<file path="config.mk">
export PLATFORM = sky130hd
export DESIGN_NAME = sarseq_core
export DESIGN_NICKNAME = d
export VERILOG_FILES = /design/src/rtl/sarseq_pkg.sv /design/src/rtl/sarseq_clk_div.sv /design/src/rtl/sarseq_core.sv
export VERILOG_INCLUDE_DIRS = /design/src /design/src/rtl
export SDC_FILE = /design/constraint.sdc
export NUM_CORES = 1
export LEC_CHECK = 0
export BUFFER_PORTS_ARGS = -buffer_cell sky130_fd_sc_hd__buf_4
export CORE_ASPECT_RATIO = 1.25
export CORE_MARGIN = 5
export CORE_UTILIZATION = 59
export CTS_CLUSTER_DIAMETER = 100
export DETAILED_ROUTE_END_ITERATION = 8
export PLACE_DENSITY = 0.82
export SYNTH_ARGS = -nofsm -noshare
export SYNTH_HDL_FRONTEND = slang
export SYNTH_SLANG_ARGS = --single-unit
</file>
<file path="constraint.sdc">
create_clock -name ref_clk_in -period 3.69 [get_ports ref_clk_in]
set_clock_uncertainty 0.2 [all_clocks]
set_input_delay 0.369 -clock ref_clk_in [delete_from_list [all_inputs] [get_ports ref_clk_in]]
set_output_delay 0.369 -clock ref_clk_in [all_outputs]
set_load 0.03 [all_outputs]
</file>
<file path="src/rtl/sarseq_regs.svh">
// Constants of the successive-approximation converter sequencer.
// Assumes inclusion by the package and the design modules only.
`ifndef SARSEQ_REGS_SVH
`define SARSEQ_REGS_SVH

// Channel map: ten external pins, then the band-gap channel.
`define SARSEQ_EXT_CHANNELS 4'ha
`define SARSEQ_BANDGAP_CH 4'ha
`define SARSEQ_CH_WIDTH 4

// Resolution field encodings.
`define SARSEQ_RES_8 2'h0
`define SARSEQ_RES_9 2'h1
`define SARSEQ_RES_10 2'h2

// Conversion lengths in converter clock periods.
`define SARSEQ_CONV_8BIT 4'hd
`define SARSEQ_CONV_9BIT 4'he
`define SARSEQ_CONV_10BIT 4'hf

// Period index of the first successive-approximation step.
`define SARSEQ_FIRST_BIT_PERIOD 4'h3
// Period index whose decision lands on result bit 0 at full resolution.
`define SARSEQ_LSB_PERIOD 4'hc

// Result and divider widths.
`define SARSEQ_RESULT_WIDTH 10
`define SARSEQ_DIV_WIDTH 7
`define SARSEQ_DIV_SEL_WIDTH 3

`endif

</file>
<file path="src/rtl/sarseq_pkg.sv">
// Types shared by the converter sequencer and its clock divider.
// Assumes sarseq_regs.svh is on the include path.
`include "sarseq_regs.svh"

package sarseq_pkg;

  typedef enum logic {
    SARSEQ_IDLE,
    SARSEQ_BUSY
  } sarseq_state_t;

  typedef struct packed {
    sarseq_state_t state;
    logic [3:0] period;
    logic [1:0] res;
    logic [`SARSEQ_DIV_SEL_WIDTH-1:0] div_sel;
    logic [`SARSEQ_CH_WIDTH-1:0] ch;
    logic [`SARSEQ_RESULT_WIDTH-1:0] approx;
    logic done;
    logic irq;
    logic [7:0] rh;
    logic [7:0] rl;
  } sarseq_core_t;

  typedef struct packed {
    logic [`SARSEQ_DIV_WIDTH-1:0] count;
  } sarseq_div_t;

endpackage

</file>
<file path="src/rtl/sarseq_clk_div.sv">
// Power-of-two divider giving one enable pulse per converter clock period.
// Assumes one system clock; the restart input aligns periods to a start.
`include "sarseq_regs.svh"
`timescale 1ns/100ps
`default_nettype none

module sarseq_clk_div
(
  // Clock and reset.
  input wire logic ref_clk_in,
  input wire logic rstn_in,
  // Control.
  input wire logic restart_in,
  input wire logic [`SARSEQ_DIV_SEL_WIDTH-1:0] div_sel_in,
  // Enable pulse.
  output logic tick_out
);

  sarseq_pkg::sarseq_div_t d_reg;
  sarseq_pkg::sarseq_div_t d_next;
  logic [`SARSEQ_DIV_WIDTH-1:0] limit;

  // Terminal count is the divide ratio minus one.
  assign limit = `SARSEQ_DIV_WIDTH'((8'h01 << div_sel_in) - 8'h01);
  assign tick_out = !restart_in && (d_reg.count == limit);

  always_comb
  begin
    d_next = d_reg;
    if (restart_in || d_reg.count == limit)
    begin
      d_next.count = '0;
    end
    else
    begin
      d_next.count = d_reg.count + `SARSEQ_DIV_WIDTH'(1);
    end
  end

  always_ff @(posedge ref_clk_in or negedge rstn_in)
  begin
    if (!rstn_in)
    begin
      d_reg <= '0;
    end
    else
    begin
      d_reg <= d_next;
    end
  end

endmodule // sarseq_clk_div

`default_nettype wire

</file>
<file path="src/rtl/sarseq_core.sv">
// Sequencer for a successive-approximation converter: channel, resolution,
// converter clock, start/done, completion request and result bytes.
// Assumes the analog mux, hold switch, DAC and comparator sit outside.
`include "sarseq_regs.svh"
`timescale 1ns/100ps
`default_nettype none

module sarseq_core
(
  // Clock and reset.
  input wire logic ref_clk_in,
  input wire logic rstn_in,
  // Control settings.
  input wire logic adc_enable_in,
  input wire logic [`SARSEQ_CH_WIDTH-1:0] chan_sel_in,
  input wire logic [1:0] res_sel_in,
  input wire logic [`SARSEQ_DIV_SEL_WIDTH-1:0] div_sel_in,
  input wire logic start_in,
  // Interrupt control.
  input wire logic irq_enable_in,
  input wire logic global_irq_enable_in,
  input wire logic irq_clear_in,
  // Analog front end.
  input wire logic comp_in,
  output logic [`SARSEQ_CH_WIDTH-1:0] chan_out,
  output logic sample_out,
  output logic [`SARSEQ_RESULT_WIDTH-1:0] dac_code_out,
  // Status and result.
  output logic busy_out,
  output logic start_done_out,
  output logic irq_flag_out,
  output logic irq_out,
  output logic [7:0] result_high_out,
  output logic [7:0] result_low_out
);

  sarseq_pkg::sarseq_core_t c_reg;
  sarseq_pkg::sarseq_core_t c_next;
  logic tick;
  logic busy;
  logic sar_step;
  logic [3:0] last_period;
  logic [3:0] bit_idx;
  logic [`SARSEQ_RESULT_WIDTH-1:0] trial;

  assign busy = (c_reg.state == sarseq_pkg::SARSEQ_BUSY);

  sarseq_clk_div sarseq_clk_div_inst
  (
    .ref_clk_in(ref_clk_in),
    .rstn_in(rstn_in),
    .restart_in(!busy),
    .div_sel_in(c_reg.div_sel),
    .tick_out(tick)
  );

  // Final period index depends on the latched resolution.
  always_comb
  begin
    unique case (c_reg.res)
      `SARSEQ_RES_8: last_period = `SARSEQ_CONV_8BIT - 4'h1;
      `SARSEQ_RES_9: last_period = `SARSEQ_CONV_9BIT - 4'h1;
      default: last_period = `SARSEQ_CONV_10BIT - 4'h1;
    endcase
  end

  // One bit is decided per period, most significant first.
  assign bit_idx = `SARSEQ_LSB_PERIOD - c_reg.period;
  assign sar_step = busy && (c_reg.period >= `SARSEQ_FIRST_BIT_PERIOD)
    && (c_reg.period <= last_period - 4'h2);
  assign trial = sar_step ? (c_reg.approx | (`SARSEQ_RESULT_WIDTH'(1) << bit_idx))
    : c_reg.approx;

  always_comb
  begin
    c_next = c_reg;
    unique case (c_reg.state)
      sarseq_pkg::SARSEQ_IDLE:
      begin
        if (adc_enable_in && start_in)
        begin
          c_next.state = sarseq_pkg::SARSEQ_BUSY;
          c_next.period = 4'h0;
          c_next.approx = '0;
          c_next.done = 1'b0;
          c_next.div_sel = div_sel_in;
          c_next.res = (res_sel_in > `SARSEQ_RES_10) ? `SARSEQ_RES_10 : res_sel_in;
          c_next.ch = (chan_sel_in > `SARSEQ_BANDGAP_CH) ? `SARSEQ_BANDGAP_CH
            : chan_sel_in;
        end
      end
      sarseq_pkg::SARSEQ_BUSY:
      begin
        if (!adc_enable_in)
        begin
          c_next.state = sarseq_pkg::SARSEQ_IDLE;
        end
        else if (tick)
        begin
          if (sar_step)
          begin
            c_next.approx[bit_idx] = comp_in;
          end
          if (c_reg.period == last_period)
          begin
            c_next.state = sarseq_pkg::SARSEQ_IDLE;
            c_next.done = 1'b1;
            c_next.irq = 1'b1;
            c_next.rh = c_reg.approx[9:2];
            c_next.rl = {c_reg.approx[1:0], 6'h00};
          end
          else
          begin
            c_next.period = c_reg.period + 4'h1;
          end
        end
      end
    endcase
    // A completion in the clearing cycle keeps the request set.
    if (irq_clear_in && !(busy && adc_enable_in && tick && c_reg.period == last_period))
    begin
      c_next.irq = 1'b0;
    end
  end

  always_ff @(posedge ref_clk_in or negedge rstn_in)
  begin
    if (!rstn_in)
    begin
      c_reg <= '0;
    end
    else
    begin
      c_reg <= c_next;
    end
  end

  assign chan_out = c_reg.ch;
  assign sample_out = busy && (c_reg.period == 4'h0);
  assign dac_code_out = trial;
  assign busy_out = busy;
  assign start_done_out = c_reg.done;
  assign irq_flag_out = c_reg.irq;
  assign irq_out = c_reg.irq && irq_enable_in && global_irq_enable_in;
  assign result_high_out = c_reg.rh;
  assign result_low_out = c_reg.rl;

  // Helper counters for the checks below.
  logic [11:0] busy_cycles;
  logic [7:0] sample_cycles;
  logic [11:0] expect_cycles;
  logic [3:0] conv_len;
  assign conv_len = last_period + 4'h1;
  assign expect_cycles = 12'(conv_len) << c_reg.div_sel;

  always_ff @(posedge ref_clk_in or negedge rstn_in)
  begin
    if (!rstn_in)
    begin
      busy_cycles <= '0;
      sample_cycles <= '0;
    end
    else
    begin
      busy_cycles <= busy ? busy_cycles + 12'h001 : 12'h000;
      sample_cycles <= sample_out ? sample_cycles + 8'h01 : 8'h00;
    end
  end
endmodule // sarseq_core

`default_nettype wire

</file>
==> results of run 1 <==
==> critical path, delay by kind of cell, from the launching register on <==
family	cells	cell delay, ps
buf+inv	2	320
flops	1	460
simple gates	2	430
fa+ha+maj	1	290
compound gates	2	600
==> metal layers <==
layer,up-vias,GRT usage (%)
met5,-,0
met4,0,8.33
met3,11,5.26
met2,68,31.0
met1,920,23.3
li1,922,-
==> through the flow <==
stage	area [sq um]	total power [mW]	cells	utilization [%]
global placement	2750	0.765	336	66.1
global route	2840	1.12	345	68.3
floorplan	2580	0.726	268	-
finish	2840	1.06	345	68.3
CTS	2840	1.07	345	68.3
detailed placement	2750	0.776	336	66.1
==> kinds of logic (layout without fill, tap and decap cells) <==
logic type / Yosys count / count (layout) / synth area share (%)
AOI/OAI and AO/OA: 33 / 33 / 8.63
xor gates and xnor gates: 9 / 9 / 3.07
adders and majority gates: 10 / 10 / 4.88
buffers and inverters: 42 / 63 / 10.8
DFF: 43 / 43 / 41.9
muxes: 23 / 23 / 10.8
other: 1 / 6 / 0.146
and+or+nand+nor: 102 / 102 / 19.7
==> worst paths after layout <==
path                              start                  to  cells after the start
min in group asynchronous       rstn_in  result_high_out[1]                      2
max reg2reg                   c_reg[37]  result_high_out[4]                      6
min reg2reg                   c_reg[35]           c_reg[35]                      2
min                        irq_clear_in        irq_flag_out                      2
max                           c_reg[38]     dac_code_out[1]                      7
max in group asynchronous       rstn_in           c_reg[40]                      2
==> layout by cell type (no fill, tap or decap), types with 2 or more instances in the layout <==
cell      count
nand2_1      42
inv_1         8
clkbuf_8      5
mux2i_1      13
dfrtp_1      43
nand2b_1      3
ha_1         10
mux2_4        9
and3_1        4
xnor2_1       5
nand3_1       7
nor3_1        4
nor2b_1       2
clkbuf_1      2
a31oi_1       2
a21oi_1       3
o21ai_0      11
conb_1        6
nand4_1       8
nand4b_1      9
buf_4        46
nor2_1       18
a21o_1       11
xor2_1        4
==> power by group through the flow <==
stage | clock, mW | sequential [mW] | combinational [mW]
finish | 0.291 | 0.530 | 0.236
global route | 0.322 | 0.536 | 0.263
CTS | 0.301 | 0.530 | 0.238
detailed placement | 0 | 0.539 | 0.236
global placement | 0 | 0.537 | 0.227
floorplan | 0 | 0.529 | 0.196
==> final cells by class <==
class | count | area [sq um]
Clock buffer | 7 | 76.3
Clock inverter | 1 | 5.00
Fill cell | 375 | 1320
Inverter | 8 | 30.0
Multi-Input combinational cell | 183 | 1230
Sequential cell | 43 | 1080
Tap cell | 56 | 70.1
Timing Repair Buffer | 47 | 355
==> results_tabular.tex, run 1 <==
\begin{tabular}{lr}
\hline
Metric & Value \\
\hline
\multicolumn{2}{l}{\textbf{Synth}} \\
Yosys warning total & 0 \\
Fraction of synthesized cell area taken by the top area cell type & 41.9\% \\
Cell with the most instances after synthesis & dfrtp\_1 \\
Ranking of synthesized cells by instance count & dfrtp\_1 (43), nand2\_1 (42), buf\_4 (21) \\
Async S/R FF share, synth & between 90\% and 100\% \\
Share of the yosys chip area belonging to registers & between 40\% and 50\% \\
EDFF count, synth & 0 \\
Most instantiated flip-flop cell in the synthesis netlist & dfrtp\_1 \\
Dominant cells by area after synthesis & dfrtp\_1 (42\%), buf\_4 (6.1\%), nand2\_1 (6.1\%) \\
Mean Syn Cell Area & 9.76 sq um \\
Instance count of the mapped netlist & approximately 260 \\
Number of library cell types mapped by synthesis & 38 \\
Post-synthesis register bit count & between 40 and 50 \\
Dominant cell type by area after synthesis & dfrtp\_1 \\
Cell area after synthesis & $\sim$2600 sq um \\
\multicolumn{2}{l}{\textbf{Floorplan}} \\
Placeable Area & 4160 sq um \\
Number of core rows & 26 \\
Floorplan die area & around 5800 sq um \\
Effective utilization at floorplan & between 60\% and 70\% \\
Chip height & 83.7 microns \\
IO Pins & between 50 and 60 \\
Die Width & 69.0 microns \\
\multicolumn{2}{l}{\textbf{Setup path}} \\
Crit Path Category & reg -> out \\
Worst-path cell chain & inv\_1 -> ha\_1 -> nand2\_1 -> o21ai\_0 -> nor2b\_1 -> a21o\_1 -> buf\_4 \\
CP max FO & 7 \\
Arrival time of data at the critical path endpoint & 2400 ps \\
Slowest cell delay on critical path & around 460 ps \\
Register-to-register setup slack & about 950 ps \\
Worst setup SP type & flop \\
Worst Path Required & around 3100 ps \\
Critical Path End Type & output pin \\
Slowest library cell on the worst path & dfrtp\_1 \\
\multicolumn{2}{l}{\textbf{Detailed routing}} \\
Met1 layer wirelength in the final routing & roughly 2200 microns \\
Highest metal layer with signal wires & met4 \\
DR vias & 1921 \\
Vias per inst & between 5 and 6 \\
Detail-routed net length per standard cell & between 10 and 15 microns \\
Final wirelength & roughly 5200 microns \\
Detailed-router iteration count before antenna repair & 4 \\
Met2 Routed Length & approximately 2500 microns \\
Wire length on met3 & about 360 microns \\
Initial DRC count & 79 \\
DRC violation count after routing & 0 \\
Number of nets with antenna violations after routing & 0 \\
\multicolumn{2}{l}{\textbf{Cells and area}} \\
Number of nets in the layout & approximately 320 \\
Flip-flop count of the largest register, all copies and words added & 19 \\
Area grow syn2layout & 10.8\% \\
Antenna Diode Count & 0 \\
Layout cell share with drive strength beyond 1 & a little under a quarter \\
\multicolumn{2}{l}{\textbf{Placement}} \\
Half-perimeter wire length after placement & between 3000 and 4000 microns \\
Last weighted congestion value of the routability-driven placer & around 0.84 \\
Post-placement worst setup slack & between 900 and 1000 ps \\
Number of port buffers & 45 \\
\multicolumn{2}{l}{\textbf{STA}} \\
Setup repair after global routing missed its margin & false \\
Setup violations, final & 0 \\
Final cycle utilization of the critical path & a little over 80\% \\
Pins Over Slew Limit & 0 \\
Final setup slack of the worst path & 720 ps \\
Final hold vios & 0 \\
Final sum of negative setup slack & 0 ps \\
Slew of the pin with the lowest slew margin & approximately 790 ps \\
Fin Hold WS & around 52 ps \\
Fin crit period & roughly 3000 ps \\
Maximum frequency from static timing analysis & 337 MHz \\
Headroom to the max-slew limit & approximately 47\% \\
\multicolumn{2}{l}{\textbf{CTS}} \\
Hold-fix buffers, CTS & 1 \\
TritonCTS clock tree & yes \\
Deepest clock path buffer count & 2 \\
Clock latency reported for the late side of the worst-skew pair & approximately 300 ps \\
Total clock buffers created by CTS & 5 \\
Clock sinks & between 40 and 50 \\
CTS root buf & clkbuf\_8 \\
Number of gates resized after CTS & 0 \\
Register clock-pin slew on the reported worst setup and hold paths & roughly 80 ps \\
H-tree levels & 2 \\
Setup bufs post-CTS & 0 \\
\multicolumn{2}{l}{\textbf{GRT}} \\
Largest net degree at the start of global routing & 44 \\
Initial antenna violation count & 0 \\
Aggregate global-route resource usage & a little under a fifth \\
Overflow after GRT & 0 \\
Vias in the first global route & between 1500 and 2000 \\
Global-route wire length before repair & 8540 microns \\
\multicolumn{2}{l}{\textbf{Power and ir drop}} \\
Proportion of power drawn by flip-flops and latches & between 50\% and 60\% \\
Fraction of power consumed by the clock network & 27.5\% \\
Pint & between 700 and 800 uW \\
Reported net switching power & approximately 340 uW \\
Leakage component of the power & 1.56 nW \\
Fraction of power spent switching nets & between 30\% and 40\% \\
Power density cells & roughly 370 nW/um\^{}2 \\
Max VDD drop & $\sim$0.32 mV \\
Combinational power share & 22.3\% \\
\multicolumn{2}{l}{\textbf{Min path}} \\
Hold crit path type & in -> reg \\
\multicolumn{2}{l}{\textbf{Status}} \\
Outcome & finished, final reports clean \\
\multicolumn{2}{l}{\textbf{Flow run}} \\
Count of max-cap constraint violations & 0 \\
\hline
\end{tabular}
(Power assumes the default switching activity.)
==> inputs of run 2 (changes only) <==
--- a/config.mk
+++ b/config.mk
@@ -9,10 +9,10 @@
 export BUFFER_PORTS_ARGS = -buffer_cell sky130_fd_sc_hd__buf_4
 export CORE_ASPECT_RATIO = 1.25
 export CORE_MARGIN = 5
-export CORE_UTILIZATION = 59
+export CORE_UTILIZATION = 55
 export CTS_CLUSTER_DIAMETER = 100
 export DETAILED_ROUTE_END_ITERATION = 8
-export PLACE_DENSITY = 0.82
+export PLACE_DENSITY = 0.77
 export SYNTH_ARGS = -nofsm -noshare
 export SYNTH_HDL_FRONTEND = slang
 export SYNTH_SLANG_ARGS = --single-unit
==> constraint.sdc (replaced) <==
create_clock -name ref_clk_in -period 3.1 [get_ports ref_clk_in]
set_clock_uncertainty 0.2 [all_clocks]
set_input_delay 0.31 -clock ref_clk_in [delete_from_list [all_inputs] [get_ports ref_clk_in]]
set_output_delay 0.31 -clock ref_clk_in [all_outputs]
set_load 0.03 [all_outputs]
==> results_tabular.tex, run 2 (same netlist as run 1, synthesis figures left out) <==
\begin{tabular}{lr}
\hline
Metric & Value \\
\hline
\multicolumn{2}{l}{\textbf{Setup path}} \\
Crit Path Category & reg -> out \\
Slowest library cell on the worst path & dfrtp\_1 \\
Worst Path Required & approximately 2600 ps \\
Arrival time of data at the critical path endpoint & about 2300 ps \\
Endpoint of the most critical setup path & dac\_code\_out[0] \\
Launching point of the worst reg2reg path & c\_reg[32] \\
Slowest cell delay on critical path & approximately 480 ps \\
R2R depth & 6 \\
Critical Path End Type & output pin \\
FF-to-FF End & c\_reg[26] \\
Worst-path cell chain & inv\_1 -> ha\_1 -> nand2\_1 -> o21ai\_1 -> nor2b\_1 -> a21o\_1 -> buf\_4 \\
Register-to-register setup slack & roughly 740 ps \\
Worst setup startpoint & c\_reg[38] \\
CP max FO & 7 \\
Worst setup SP type & flop \\
\multicolumn{2}{l}{\textbf{GRT}} \\
Largest net degree at the start of global routing & 44 \\
Overflow after GRT & 0 \\
Global routing usage on met3 & approximately 3.9\% \\
Initial antenna violation count & 0 \\
GRT met1 Usage & between 20\% and 30\% \\
Global route hottest layer & met2 \\
Global-route wire length before repair & about 9000 microns \\
Vias in the first global route & approximately 1900 \\
Met2 track utilization from global routing & between 30 and 40\% \\
Aggregate global-route resource usage & between 10\% and 20\% \\
\multicolumn{2}{l}{\textbf{Detailed routing}} \\
Final wirelength & approximately 5000 microns \\
Vias per inst & 5.43 \\
Initial DRC count & around 110 \\
Number of nets with antenna violations after routing & 0 \\
DRC violation count after routing & 0 \\
Detail-routed net length per standard cell & 14.6 microns \\
DR vias & 1902 \\
Detailed-router iteration count before antenna repair & 4 \\
\multicolumn{2}{l}{\textbf{Floorplan}} \\
IO Pins & 52 \\
Number of core rows & 27 \\
Chip height & 86.4 microns \\
Placeable Area & 4460 sq um \\
Floorplan die area & 6140 sq um \\
Effective utilization at floorplan & a little under three fifths \\
Die Width & around 71 microns \\
\multicolumn{2}{l}{\textbf{STA}} \\
Final setup slack of the worst path & a little under 300 ps \\
Maximum frequency from static timing analysis & $\sim$360 MHz \\
Setup violations, final & 0 \\
Final hold vios & 0 \\
Pins Over Slew Limit & 0 \\
Slew of the pin with the lowest slew margin & $\sim$640 ps \\
Setup repair after global routing missed its margin & false \\
Final sum of negative setup slack & 0 ps \\
Final cycle utilization of the critical path & between 90\% and 100\% \\
Fin crit period & approximately 2800 ps \\
Fin Hold WS & 5.22 ps \\
Headroom to the max-slew limit & a little under three fifths \\
\multicolumn{2}{l}{\textbf{Flow run}} \\
Count of max-cap constraint violations & 0 \\
\multicolumn{2}{l}{\textbf{CTS}} \\
Deepest clock path buffer count & 2 \\
Clock latency reported for the late side of the worst-skew pair & 300 ps \\
H-tree levels & 2 \\
Total clock buffers created by CTS & 5 \\
Setup bufs post-CTS & 0 \\
CTS root buf & clkbuf\_8 \\
TritonCTS clock tree & yes \\
Clock sinks & 43 \\
Register clock-pin slew on the reported worst setup and hold paths & 80 ps \\
\multicolumn{2}{l}{\textbf{Power and ir drop}} \\
Post-layout power & 1.37 mW \\
Power density cells & approximately 470 nW/um\^{}2 \\
Leakage component of the power & 1.59 nW \\
Max VDD drop & approximately 0.35 mV \\
\multicolumn{2}{l}{\textbf{Min path}} \\
Hold crit path type & in -> reg \\
\multicolumn{2}{l}{\textbf{Placement}} \\
Half-perimeter wire length after placement & about 3700 microns \\
Last weighted congestion value of the routability-driven placer & 0.817 \\
Number of port buffers & 45 \\
Post-placement worst setup slack & about 520 ps \\
\multicolumn{2}{l}{\textbf{Cells and area}} \\
Fill cell instance count of the final layout & 396 \\
Area grow syn2layout & 13.4\% \\
Most common cell after layout, fill and taps aside & buf\_4 \\
Number of nets in the layout & roughly 320 \\
Multi-input gate area & $\sim$1200 sq um \\
FF+latch area & 1080 sq um \\
Antenna Diode Count & 0 \\
Layout cell share with drive strength beyond 1 & about a quarter \\
Leading cell types in the layout, fill and taps excluded & buf\_4 (47), dfrtp\_1 (43), nand2\_1 (42) \\
Flip-flop count of the largest register, all copies and words added & 19 \\
\multicolumn{2}{l}{\textbf{Status}} \\
Outcome & finished, final reports clean \\
\hline
\end{tabular}
-- run 2: critical path, delay by kind of cell, from the launching register on --
family          cells  cell delay [ps]
flops               1              480
compound gates      2              480
simple gates        2              440
buf+inv             2              310
fa+ha+maj           1              290
-- run 2: per-layer routing --
layer / wire [microns] / up-vias
met1: 2100 / 898
met4: 92 / 0
li1: - / 929
met5: 0 / -
met2: 2520 / 66
met3: 378 / 9
-- run 2: layout make-up --
cell class	instances	share of cell area, %
Multi-Input combinational cell	183	42.3
Timing Repair Buffer	50	13.2
Clock inverter	2	1.20
Clock buffer	6	2.84
Inverter	8	1.03
Tap cell	58	2.49
Sequential cell	43	37.0
-- run 2: per-stage QoR --
stage | cell area, sq um | utilization [%] | cells
after floorplan | 2580 | - | 268
after global placement | 2760 | 62.0 | 339
after detailed placement | 2760 | 62.0 | 339
after CTS | 2910 | 65.3 | 350
after global routing | 2910 | 65.3 | 350
final | 2910 | 65.3 | 350
-- run 2: where the power goes --
| group | internal, mW | leakage (nW) | switching [mW] |
|---|---|---|---|
| registers | 0.592 | 0.585 | 0.0396 |
| clock network | 0.261 | 0.0612 | 0.192 |
| logic | 0.107 | 0.946 | 0.175 |
| total | 0.960 | 1.59 | 0.406 |
-- run 2: how the worst min path moves through the flow --
| stage | from | end | slack, ps | cells after the start |
|---|---|---|---|---|
| 2_1_floorplan | rstn_in | busy_out | -190 | 0 |
| 3_5_place_dp | rstn_in | irq_flag_out | 130 | 1 |
| 5_1_grt | div_sel_in[0] | c_reg[32] | 3 | 3 |
| 3_3_place_gp | rstn_in | irq_flag_out | 130 | 1 |
| 4_1_cts | div_sel_in[0] | c_reg[32] | 2 | 3 |
| 6_report | div_sel_in[0] | c_reg[32] | 5 | 3 |
-- run 2: timing repair --
item / 4_1_cts / 5_1_grt
hold buffers: 3 / 0
hold endpoints to repair: 45 / 0
setup endpoints to repair: 0 / 4
resized for setup: 0 / 1
==> inputs of run 3 (changes only) <==
--- a/config.mk
+++ b/config.mk
@@ -12,7 +12,9 @@
 export CORE_UTILIZATION = 55
 export CTS_CLUSTER_DIAMETER = 100
 export DETAILED_ROUTE_END_ITERATION = 8
+export GPL_TIMING_DRIVEN = 0
 export PLACE_DENSITY = 0.77
+export SKIP_CTS_REPAIR_TIMING = 1
 export SYNTH_ARGS = -nofsm -noshare
 export SYNTH_HDL_FRONTEND = slang
 export SYNTH_SLANG_ARGS = --single-unit
==> results_tabular.tex, run 3 (same netlist as run 1, synthesis figures left out) <==
\begin{tabular}{lr}
\hline
Metric & Value \\
\hline
\multicolumn{2}{l}{\textbf{Cells and area}} \\
Flip-flop count of the largest register, all copies and words added & 19 \\
Most common cell after layout, fill and taps aside & buf\_4 \\
Leading cell types in the layout, fill and taps excluded & buf\_4 (66), dfrtp\_1 (43), nand2\_1 (42) \\
Antenna Diode Count & 0 \\
Layout cell share with drive strength beyond 1 & just under 30\% \\
Number of nets in the layout & approximately 350 \\
Area grow syn2layout & 21.7\% \\
\multicolumn{2}{l}{\textbf{Floorplan}} \\
Number of core rows & 27 \\
Die Width & 71.1 microns \\
Chip height & around 86 microns \\
Floorplan die area & between 6000 and 7000 sq um \\
Placeable Area & 4460 sq um \\
IO Pins & 52 \\
Effective utilization at floorplan & around 58\% \\
\multicolumn{2}{l}{\textbf{Detailed routing}} \\
DR vias & 1995 \\
Number of nets with antenna violations after routing & 0 \\
Detailed-router iteration count before antenna repair & 4 \\
DRC violation count after routing & 0 \\
Initial DRC count & a little under 70 \\
Detail-routed net length per standard cell & roughly 14 microns \\
Final wirelength & $\sim$5300 microns \\
Vias per inst & approximately 5.3 \\
\multicolumn{2}{l}{\textbf{GRT}} \\
Largest net degree at the start of global routing & 44 \\
Global-route wire length before repair & between 9000 and 10000 microns \\
Aggregate global-route resource usage & roughly 19\% \\
Initial antenna violation count & 0 \\
Overflow after GRT & 0 \\
Vias in the first global route & between 2000 and 2500 \\
\multicolumn{2}{l}{\textbf{Min path}} \\
Hold crit path type & in -> reg \\
\multicolumn{2}{l}{\textbf{Setup path}} \\
Worst path bufs/invs & 2 \\
Slowest cell delay on critical path & around 500 ps \\
Top cell by count, worst path & nand3\_1 \\
Arrival time of data at the critical path endpoint & $\sim$2300 ps \\
CP max FO & 8 \\
Slowest library cell on the worst path & dfrtp\_1 \\
Largest delay contributor family on the critical path & simple AND/OR/NAND/NOR gates \\
Worst Path Required & approximately 2600 ps \\
Crit Path Category & reg -> out \\
Worst-path cell chain & inv\_1 -> ha\_1 -> nand3\_1 -> o2111ai\_1 -> nand3\_1 -> nor2\_1 -> a21o\_1 -> buf\_4 \\
Worst setup SP type & flop \\
Critical Path End Type & output pin \\
\multicolumn{2}{l}{\textbf{CTS}} \\
Register clock-pin slew on the reported worst setup and hold paths & 80 ps \\
Total clock buffers created by CTS & 5 \\
Clock sinks & 43 \\
TritonCTS clock tree & yes \\
Clock latency reported for the late side of the worst-skew pair & $\sim$290 ps \\
Deepest clock path buffer count & 2 \\
CTS root buf & clkbuf\_8 \\
H-tree levels & 2 \\
\multicolumn{2}{l}{\textbf{STA}} \\
Slew of the pin with the lowest slew margin & 554 ps \\
Final sum of negative setup slack & 0 ps \\
Final cycle utilization of the critical path & slightly above 90\% \\
Headroom to the max-slew limit & 63.1\% \\
Final setup slack of the worst path & 264 ps \\
Fin Hold WS & -2.39 ps \\
Fin crit period & approximately 2800 ps \\
Final hold vios & 1 \\
Setup violations, final & 0 \\
Maximum frequency from static timing analysis & 353 MHz \\
Pins Over Slew Limit & 0 \\
Setup repair after global routing missed its margin & false \\
\multicolumn{2}{l}{\textbf{Status}} \\
Outcome & finished, violations left \\
Violations in the final reports & negative hold slack \\
\multicolumn{2}{l}{\textbf{Power and ir drop}} \\
Leakage component of the power & between 1.5 and 2 nW \\
Max VDD drop & around 0.34 mV \\
Power density cells & 450 nW/um\^{}2 \\
\multicolumn{2}{l}{\textbf{Placement}} \\
Half-perimeter wire length after placement & $\sim$3900 microns \\
Last weighted congestion value of the routability-driven placer & 0.802 \\
Number of port buffers & 45 \\
Post-placement worst setup slack & 437 ps \\
\multicolumn{2}{l}{\textbf{Flow run}} \\
Count of max-cap constraint violations & 0 \\
\hline
\end{tabular}
[run 3: cell types whose count changed in the layout (fill, tap and decap cells not counted)]
cell,before,now
buf_12,0,1
buf_2,0,2
buf_6,0,3
buf_4,47,66
dlygate4sd3_1,3,1
clkbuf_1,0,7
[run 3: routing by layer]
layer  vias to the layer above  wire (microns)  global-route usage (%)
li1                        989               -                       -
met1                       928            2170                    22.2
met2                        70            2610                    31.6
met3                         8             410                    5.10
met4                         0              70                    7.35
met5                         -               0                       0
[run 3: through the flow]
stage          hold slack [ps]  std cells  utilization [%]  instance area [sq um]  total power [mW]
6_report                 -2.39        380             70.0                   3120              1.41
5_1_grt                   6.41        380             70.0                   3120              1.48
4_1_cts                   -194        379             69.8                   3110              1.42
3_5_place_dp               133        371             67.2                   3000             0.962
3_3_place_gp               137        371             67.2                   3000             0.954
2_1_floorplan             -186        268                -                   2580             0.864
[run 3: cell type report]
| type | instances | area (sq um) |
|---|---|---|
| Buffer | 34 | 248 |
| Clock buffer | 6 | 82.6 |
| Clock inverter | 2 | 35.0 |
| Fill cell | 358 | 1340 |
| Inverter | 8 | 30.0 |
| Multi-Input combinational cell | 183 | 1230 |
| Sequential cell | 43 | 1080 |
| Tap cell | 58 | 72.6 |
| Timing Repair Buffer | 46 | 348 |
[run 3: final timing paths]
check,startpoint,endpoint,slack [ps],cells after the start
max,c_reg[37],dac_code_out[6],260,8
min,irq_clear_in,irq_flag_out,-2,2
max reg2reg,c_reg[37],c_reg[21],680,8
min reg2reg,chan_out[0],chan_out[0],270,2
max in group asynchronous,rstn_in,c_reg[33],1970,2
min in group asynchronous,rstn_in,irq_flag_out,340,2
[run 3: report_power, final]
group	internal (mW)	leakage (nW)	switching, mW
registers	0.592	0.585	0.0318
clock network	0.261	0.0612	0.193
logic	0.140	1.09	0.188
total	0.993	1.74	0.413
